[src/logic/limit_switch_defines.svh]
// Offsets, field positions, reset values and timing counts of the limit switch.
`ifndef LIMIT_SWITCH_DEFINES_SVH
`define LIMIT_SWITCH_DEFINES_SVH

`define LS_OFF_CTRL      12'h000
`define LS_OFF_ON_VAL    12'h004
`define LS_OFF_OFF_VAL   12'h008
`define LS_OFF_ON_DLY    12'h00C
`define LS_OFF_OFF_DLY   12'h010
`define LS_OFF_STATUS    12'h014

`define LS_CTRL_FUNC_LSB 0
`define LS_CTRL_FAIL_LSB 4
`define LS_CTRL_INV_BIT  6

`define LS_CTRL_RESET    32'h0000_0010
`define LS_VAL_RESET     32'h0000_0000
`define LS_DLY_RESET     32'h0000_0000

`define LS_CLK_MHZ       125
`define LS_TICK_NS       100000000
`define LS_TICK_CYCLES   ((`LS_TICK_NS / 1000) * `LS_CLK_MHZ)
`define LS_DLY_MAX_TICKS 16'd1000

`endif

[src/logic/limit_switch_pkg.sv]
// Types shared by the limit switch design.
package limit_switch_pkg;

  typedef enum logic [2:0] {
    FUNC_OFF,
    FUNC_ON,
    FUNC_DIAG,
    FUNC_LIMIT,
    FUNC_DIGITAL
  } func_e;

  typedef enum logic [1:0] {
    FAIL_ACTUAL,
    FAIL_OPEN,
    FAIL_CLOSED
  } fail_e;

endpackage : limit_switch_pkg

[src/logic/limit_switch_hysteresis.sv]
// Limit switch output with hysteresis, delays, failure state and APB access.
`timescale 1ns/1ps
`include "limit_switch_defines.svh"

module limit_switch_hysteresis #(
  parameter int TICK_CYCLES = `LS_TICK_CYCLES
) (
  input  wire logic        pclk,
  input  wire logic        presetn,
  input  wire logic        psel,
  input  wire logic        penable,
  input  wire logic        pwrite,
  input  wire logic [11:0] paddr,
  input  wire logic [31:0] pwdata,
  output logic      [31:0] prdata,
  output logic             pready,
  output logic             pslverr,
  input  wire logic [31:0] process_value,
  input  wire logic        process_valid,
  input  wire logic        error_in,
  input  wire logic        diag_event,
  input  wire logic        digital_in,
  output logic             switch_closed
);

  // ****************************************************************
  // Register bus
  // ****************************************************************
  logic [2:0]         func_r;
  logic [1:0]         fail_r;
  logic               inv_r;

  logic signed [31:0] on_val_r;
  logic signed [31:0] off_val_r;

  logic [15:0]        on_dly_r;
  logic [15:0]        off_dly_r;

  logic               state_r;
  logic               wr_en;
  logic               rd_en;
  logic               addr_ok;
  logic [31:0]        rd_word;

  // Synchronised pin levels; only error_s is also read back by the status word.
  logic               error_s;
  logic               diag_s;
  logic               dig_s;

  // ****************************************************************
  // Helper functions
  // ****************************************************************
  function automatic logic [15:0] clip_dly(input logic [31:0] d);
    // Values past 100 s saturate rather than wrap, so a typo errs long.
    if (d[31:16] != 16'h0000 || d[15:0] > `LS_DLY_MAX_TICKS) begin
      return `LS_DLY_MAX_TICKS;
    end
    return d[15:0];
  endfunction : clip_dly

  // An illegal function code falls back to Off, which opens the switch unless inversion is set.
  function automatic logic [2:0] clip_func(input logic [2:0] f);
    if (f > 3'(limit_switch_pkg::FUNC_DIGITAL)) begin
      return 3'(limit_switch_pkg::FUNC_OFF);
    end
    return f;
  endfunction : clip_func

  // The unused failure code reads as open, the factory failure state.
  function automatic logic [1:0] clip_fail(input logic [1:0] f);
    if (f > 2'(limit_switch_pkg::FAIL_CLOSED)) begin
      return 2'(limit_switch_pkg::FAIL_OPEN);
    end
    return f;
  endfunction : clip_fail

  function automatic logic is_func(input logic [2:0] f,
                                   input logic [2:0] m);
    return f == m;
  endfunction : is_func

  // One strict comparison serves all four threshold rules.
  function automatic logic past(input logic signed [31:0] v,
                                input logic signed [31:0] thr,
                                input logic               above);
    if (above) begin
      return v > thr;
    end
    return v < thr;
  endfunction : past

  // A zero delay lets the first edge that sees the condition switch.
  function automatic logic delay_done(input logic [15:0] cnt,
                                      input logic [15:0] lim);
    return cnt >= lim;
  endfunction : delay_done

  // ****************************************************************
  // Address decode
  // ****************************************************************
  // Status is mapped for reads; a write to it is simply dropped.
  always_comb begin
    case (paddr)
      `LS_OFF_CTRL, `LS_OFF_ON_VAL, `LS_OFF_OFF_VAL,
      `LS_OFF_ON_DLY, `LS_OFF_OFF_DLY, `LS_OFF_STATUS: addr_ok = 1'b1;
      default: addr_ok = 1'b0;
    endcase
  end

  assign pready  = 1'b1;
  assign pslverr = psel & penable & ~addr_ok;
  assign wr_en   = psel & penable & pwrite & addr_ok;
  assign rd_en   = psel & penable & ~pwrite;

  // ****************************************************************
  // Control register
  // ****************************************************************
  // Reset fields are cut from the one reset word, so both stay in step.
  always_ff @(posedge pclk or negedge presetn) begin
    if (!presetn) begin
      func_r <= 3'(`LS_CTRL_RESET >> `LS_CTRL_FUNC_LSB);
      fail_r <= 2'(`LS_CTRL_RESET >> `LS_CTRL_FAIL_LSB);
      inv_r  <= 1'(`LS_CTRL_RESET >> `LS_CTRL_INV_BIT);
    end else if (wr_en && paddr == `LS_OFF_CTRL) begin
      func_r <= clip_func(pwdata[`LS_CTRL_FUNC_LSB +: 3]);
      fail_r <= clip_fail(pwdata[`LS_CTRL_FAIL_LSB +: 2]);
      inv_r  <= pwdata[`LS_CTRL_INV_BIT];
    end
  end

  // ****************************************************************
  // Threshold registers
  // ****************************************************************
  // Thresholds are signed; equal values act as on below off.
  always_ff @(posedge pclk or negedge presetn) begin
    if (!presetn) begin
      on_val_r <= `LS_VAL_RESET;
    end else if (wr_en && paddr == `LS_OFF_ON_VAL) begin
      on_val_r <= pwdata;
    end
  end

  always_ff @(posedge pclk or negedge presetn) begin
    if (!presetn) begin
      off_val_r <= `LS_VAL_RESET;
    end else if (wr_en && paddr == `LS_OFF_OFF_VAL) begin
      off_val_r <= pwdata;
    end
  end

  // ****************************************************************
  // Delay registers
  // ****************************************************************
  // Counts are in delay ticks; writes past the ceiling saturate.
  always_ff @(posedge pclk or negedge presetn) begin
    if (!presetn) begin
      on_dly_r <= 16'(`LS_DLY_RESET);
    end else if (wr_en && paddr == `LS_OFF_ON_DLY) begin
      on_dly_r <= clip_dly(pwdata);
    end
  end

  always_ff @(posedge pclk or negedge presetn) begin
    if (!presetn) begin
      off_dly_r <= 16'(`LS_DLY_RESET);
    end else if (wr_en && paddr == `LS_OFF_OFF_DLY) begin
      off_dly_r <= clip_dly(pwdata);
    end
  end

  // ****************************************************************
  // Read-back
  // ****************************************************************
  // Unmapped words read as zero, flagged by pslverr.
  always_comb begin
    case (paddr)
      `LS_OFF_CTRL:    rd_word = {25'h0, inv_r, fail_r, 1'b0, func_r};
      `LS_OFF_ON_VAL:  rd_word = on_val_r;
      `LS_OFF_OFF_VAL: rd_word = off_val_r;
      `LS_OFF_ON_DLY:  rd_word = {16'h0, on_dly_r};
      `LS_OFF_OFF_DLY: rd_word = {16'h0, off_dly_r};
      `LS_OFF_STATUS:  rd_word = {29'h0, error_s, state_r, switch_closed};
      default:         rd_word = 32'h0000_0000;
    endcase
  end

  always_ff @(posedge pclk or negedge presetn) begin
    if (!presetn) begin
      prdata <= 32'h0000_0000;
    end else if (rd_en) begin
      prdata <= rd_word;
    end
  end

  // ****************************************************************
  // Input synchronisers
  // ****************************************************************
  logic err_meta_r;
  logic err_sync_r;
  logic diag_meta_r;
  logic diag_sync_r;
  logic dig_meta_r;
  logic dig_sync_r;

  // Each pin has its own flop pair; only the second flop is read.
  // This costs two cycles of latency on every pin-driven decision.
  always_ff @(posedge pclk or negedge presetn) begin
    if (!presetn) begin
      err_meta_r <= 1'b0;
      err_sync_r <= 1'b0;
    end else begin
      err_meta_r <= error_in;
      err_sync_r <= err_meta_r;
    end
  end

  always_ff @(posedge pclk or negedge presetn) begin
    if (!presetn) begin
      diag_meta_r <= 1'b0;
      diag_sync_r <= 1'b0;
    end else begin
      diag_meta_r <= diag_event;
      diag_sync_r <= diag_meta_r;
    end
  end

  always_ff @(posedge pclk or negedge presetn) begin
    if (!presetn) begin
      dig_meta_r <= 1'b0;
      dig_sync_r <= 1'b0;
    end else begin
      dig_meta_r <= digital_in;
      dig_sync_r <= dig_meta_r;
    end
  end

  assign error_s = err_sync_r;
  assign diag_s  = diag_sync_r;
  assign dig_s   = dig_sync_r;

  // ****************************************************************
  // Limit comparison and delays
  // ****************************************************************
  // The process value comes from same-clock measurement logic and is
  // sampled only while process_valid is high.
  logic        want_close;
  logic        want_open;
  logic        on_above;
  logic [26:0] tick_cnt_r;
  logic        tick;
  logic [15:0] dly_cnt_r;
  logic        pending;

  assign on_above = on_val_r > off_val_r;

  always_comb begin
    want_close = 1'b0;
    want_open  = 1'b0;
    if (process_valid) begin
      if (on_above) begin
        want_close = past(process_value, on_val_r, 1'b1);
        want_open  = past(process_value, off_val_r, 1'b0);
      end else begin
        want_close = past(process_value, on_val_r, 1'b0);
        want_open  = past(process_value, off_val_r, 1'b1);
      end
    end
  end
  // Equal thresholds leave at most one condition true; neither means hold.

  always_ff @(posedge pclk or negedge presetn) begin
    if (!presetn) begin
      tick_cnt_r <= 27'h0;
    end else if (tick_cnt_r == 27'(TICK_CYCLES - 1)) begin
      tick_cnt_r <= 27'h0;
    end else begin
      tick_cnt_r <= tick_cnt_r + 27'h1;
    end
  end

  assign tick = tick_cnt_r == 27'(TICK_CYCLES - 1);

  // A closing request while closed, or opening while open, is no change.
  assign pending = state_r ? want_open : want_close;

  always_ff @(posedge pclk or negedge presetn) begin
    if (!presetn) begin
      dly_cnt_r <= 16'h0;
    end else if (!pending ||
                 !is_func(func_r, 3'(limit_switch_pkg::FUNC_LIMIT))) begin
      dly_cnt_r <= 16'h0;
    end else begin
      if (tick) begin
        dly_cnt_r <= dly_cnt_r + 16'h1;
      end
    end
  end

  always_ff @(posedge pclk or negedge presetn) begin
    if (!presetn) begin
      state_r <= 1'b1;
    end else if (pending && want_close && delay_done(dly_cnt_r, on_dly_r)) begin
      state_r <= 1'b1;
    end else if (pending && want_open && delay_done(dly_cnt_r, off_dly_r)) begin
      state_r <= 1'b0;
    end else begin
      state_r <= state_r;
    end
  end

  // ****************************************************************
  // Output selection
  // ****************************************************************
  logic base_q;
  logic out_nxt;

  always_comb begin
    case (func_r)
      3'(limit_switch_pkg::FUNC_ON):      base_q = 1'b1;
      3'(limit_switch_pkg::FUNC_DIAG):    base_q = ~diag_s;
      3'(limit_switch_pkg::FUNC_LIMIT):   base_q = state_r;
      3'(limit_switch_pkg::FUNC_DIGITAL): base_q = dig_s;
      default:                            base_q = 1'b0;
    endcase
    out_nxt = base_q ^ inv_r;
    if (error_s &&
        (is_func(func_r, 3'(limit_switch_pkg::FUNC_LIMIT)) ||
         is_func(func_r, 3'(limit_switch_pkg::FUNC_DIGITAL)))) begin
      case (fail_r)
        2'(limit_switch_pkg::FAIL_OPEN):   out_nxt = 1'b0;
        2'(limit_switch_pkg::FAIL_CLOSED): out_nxt = 1'b1;
        default:                           out_nxt = switch_closed;
      endcase
    end
  end

  always_ff @(posedge pclk or negedge presetn) begin
    if (!presetn) begin
      switch_closed <= 1'b0;
    end else begin
      switch_closed <= out_nxt;
    end
  end

endmodule : limit_switch_hysteresis

[config.mk]
export PLATFORM = sky130hd
export DESIGN_NAME = limit_switch_hysteresis
export DESIGN_NICKNAME = d
export VERILOG_FILES = /design/src/logic/limit_switch_pkg.sv /design/src/logic/limit_switch_hysteresis.sv
export VERILOG_INCLUDE_DIRS = /design/src /design/src/logic
export SDC_FILE = /design/constraint.sdc
export NUM_CORES = 1
export LEC_CHECK = 0
export ABC_AREA = 1
export BUFFER_PORTS_ARGS = -buffer_cell sky130_fd_sc_hd__buf_2
export CORE_AREA = 2 2 142 144
export CTS_CLUSTER_DIAMETER = 80
export DETAILED_ROUTE_END_ITERATION = 8
export DIE_AREA = 0 0 144 146
export MAX_ROUTING_LAYER = met4
export PLACE_DENSITY = 0.81
export SYNTH_ARGS = -nofsm -noshare
export SYNTH_HDL_FRONTEND = slang
export SYNTH_SLANG_ARGS = --single-unit
[constraint.sdc]
create_clock -name pclk -period 6 [get_ports pclk]
set_input_delay 0 -clock pclk [delete_from_list [all_inputs] [get_ports pclk]]
set_output_delay 0 -clock pclk [all_outputs]
set_load 0.02 [all_outputs]
==> flow_metrics.env <==
export IMPL_finalSetupTns_ns=0
export IMPL_crit_buf_inv=1
export IMPL_dp_hpwl_um=23800
export IMPL_power_density_nw_per_um2=194
export IMPL_track_usage=0.334
export IMPL_die_area_sq_um=21000
export IMPL_hold_class="in2reg"
export IMPL_antenna_cells=0
export IMPL_synth_cells=1503
export IMPL_synth_area_sq_um=11700
export IMPL_critPathRequiredTime_ns=6.35
export IMPL_htreeDepth=4
export IMPL_area_growth_pct=14.7
export IMPL_clock_latency_ns=0.43
export IMPL_end_kind="register"
export IMPL_grt_overflow=0
export IMPL_cpMostUsedCell="nand2_1"
export IMPL_wire_per_inst_um=17.2
export IMPL_crit_end="dly_cnt_r[10]$_DFFE_PN0P_"
export IMPL_root_buffer="clkbuf_16"
export IMPL_drv_slew=0
export IMPL_drtPass1Iterations=8
export IMPL_fmax_mhz=376
export IMPL_ys_warn_count=0
export IMPL_critPathLaunchType="register"
export IMPL_antenna_left=0
export IMPL_p_switching_w=0.000601
export IMPL_path_max_fanout=16
export IMPL_final_cell_mix="370 x nand2_1, 248 x inv_1, 183 x dfrtp_1"
export IMPL_synth_avg_cell_area_sq_um=7.80
export IMPL_drtIter0Drc=1093
export IMPL_coreArea_sq_um=19300
export IMPL_die_w_um=144
export IMPL_drcViolationCount=0
export IMPL_grt_max_degree=114
export IMPL_rsz0062_at_grt="false"
export IMPL_drive_gt1_frac=0.111
export IMPL_maxCapViolCount=0
export IMPL_ys_ff_latch=185
export IMPL_r2r_slack_ns=3.34
export IMPL_pwr_share_clk=0.447
export IMPL_crit_arrival_ns=3.01
export IMPL_cts_inserted_buffers=17
export IMPL_seqPwrFrac=0.480
export IMPL_grt_pass1_vias=10900
export IMPL_seq_area_frac_synth=0.395
export IMPL_leakage_nw=6.78
export IMPL_crit_start="off_val_r[11]$_DFFE_PN0P_"
export IMPL_ir_drop_uv=192
export IMPL_antenna_found_initial=0
export IMPL_slowest_delay_ns=0.38
export IMPL_fin_skew_ns=0.00825
export IMPL_reg2reg_to="dly_cnt_r[10]$_DFFE_PN0P_"
export IMPL_synth_enable_flop_cells=0
export IMPL_vias=10800
export IMPL_combPwrFrac=0.074
export IMPL_io_buffers=118
export IMPL_rows=51
export IMPL_swShare=0.230
export IMPL_max_slew_margin=0.372
export IMPL_fin_nets=1866
export IMPL_finalCritPeriodShare=0.443
export IMPL_hold_start="paddr[6]"
export IMPL_cts_path_max_buffers=2
export IMPL_gp_congestion=0.947
export IMPL_hold_ws_ns=0.0375
export IMPL_ys_flop_type="dfrtp_1"
export IMPL_grt_pass1_wl_um=53500
export IMPL_cts_repair_resized=0
export IMPL_path_cells="inv_1 -> ha_1 -> a21oi_1 -> nand2_1 -> a21oi_1 -> nand2_1 -> nand2_1 -> nand2_1 -> nand2_1 -> nand3_1 -> nand2_1 -> nand3_1 -> nand2_1 -> nand3_2 -> nor2_1"
export IMPL_min_period_ns=2.66
export IMPL_fin_area_sq_um=13500
export IMPL_tightest_slew_ns=0.943
export IMPL_crit_cells=15
export IMPL_synth_async_sr_flop_share=1.00
export IMPL_initial_utilization=0.607
export IMPL_finalSetupViolCount=0
export IMPL_setup_worst_path_class="reg2reg"
export IMPL_p_int_w=0.00201
export IMPL_fp_dieH_um=146
export IMPL_clk_pin_slew_ns=0.07
export IMPL_num_io_pins=120
export IMPL_cp_slowest_cell="dfrtp_1"
export IMPL_tritoncts="built"
export IMPL_clkSinkCount=185
export IMPL_final_common_cell="nand2_1"
export IMPL_finalHoldViolCount=0
export IMPL_ys_types=50
export IMPL_post_dp_cell_area_sq_um=12500
export IMPL_outcome="complete, no violations"
export IMPL_post_drt_via_cell_ratio=5.63
export IMPL_reg2reg_from="off_val_r[11]$_DFFE_PN0P_"
export IMPL_postRouteWirelength_um=33000
export IMPL_crit_family="simple AND/OR/NAND/NOR gates"
export IMPL_reg2reg_depth=15
export IMPL_synth_nets=1718
cell families after synthesis:
group | Yosys count | share of synthesized area
muxes | 1 | 0.000853
AOI/OAI and AO/OA | 268 | 0.129
and+or+nand+nor | 618 | 0.225
xor gates and xnor gates | 15 | 0.0112
adders and majority gates | 130 | 0.139
DFF | 185 | 0.395
buffers and inverters | 285 | 0.100
other | 1 | 0.000320
tightest hold or removal path, stage by stage:
cell     delay [ns]
buf_2          0.11
nor4_4         0.05
a31oi_1        0.17
a31oi_1        0.09
metal layers:
layer  vias up  global-route usage  part of all wire
met2       551               0.527              0.47
met4         0               0.127             0.036
met1      4980               0.422              0.41
met3       119              0.0724             0.084
li1       5197                   -                 -
met5         -                   -                 0
synth_stat cells (all sizes together) (4+ instances only):
cell / count / area (sq um)
a211oi: 12 / 90.1
a21oi: 69 / 345
buf: 22 / 188
clkbuf: 13 / 48.8
dfrtp: 183 / 4580
ha: 130 / 1630
inv: 250 / 938
nand2: 376 / 1440
nand3: 49 / 255
nand4: 27 / 169
nor2: 123 / 477
nor3: 25 / 150
nor4: 13 / 109
o21a: 8 / 60.1
o21ai: 128 / 659
o22ai: 31 / 194
o31ai: 4 / 35.0
xor2: 12 / 105
sequential cells by signal, summed over array words and instances, names as in the netlist, 2 cells and up:
register    flops
prdata         32
fail_r          2
on_val_r       32
dly_cnt_r      16
on_dly_r       16
off_dly_r      16
tick_cnt_r     27
off_val_r      32
func_r          3
through the flow:
step | setup WS [ns] | power (W) | util | cells
CTS | 3.39 | 0.00262 | 0.696 | 1925
finish | 3.34 | 0.00262 | 0.696 | 1925
floorplan | 3.93 | 0.00135 | - | 1503
global placement | 3.50 | 0.00144 | 0.645 | 1857
global route | 3.01 | 0.00270 | 0.696 | 1925
detailed placement | 3.42 | 0.00145 | 0.645 | 1857
how the worst min path moves through the flow:
stage / cells past startpoint / end / slack, ns
3_5_place_dp: 1 / diag_meta_r$_DFF_PN0_ / 0.11
4_1_cts: 4 / prdata[0]$_DFFE_PN0P_ / 0.03
5_1_grt: 5 / prdata[30]$_DFFE_PN0P_ / 0.10
6_report: 4 / prdata[0]$_DFFE_PN0P_ / 0.04
3_3_place_gp: 1 / err_meta_r$_DFF_PN0_ / 0.11
2_1_floorplan: 0 / diag_meta_r$_DFF_PN0_ / -0.30
power groups by stage:
stage	Sequential [W]	Combinational, W	Clock, W
after floorplan	0.00128	0.0000747	0
after global routing	0.00125	0.000218	0.00122
after CTS	0.00126	0.000190	0.00118
final	0.00126	0.000193	0.00117
after global placement	0.00128	0.000165	0
after detailed placement	0.00128	0.000169	0
area by class of cell:
| type | instances | area (sq um) |
|---|---|---|
| multi-input cells | 1033 | 5920 |
| fillers | 1592 | 5880 |
| flip-flops and latches | 185 | 4630 |
| repair buffers | 164 | 1040 |
| inverters | 250 | 938 |
| clock buffers | 20 | 437 |
| well taps | 265 | 332 |
| clock inverters | 8 | 150 |
what timing repair did:
item / in CTS / in global routing
hold buffers: 40 / 0
buffers inserted: 0 / 0
endpoints found under the hold margin: 205 / 0
Note: power is estimated with default switching activity, not from simulation.
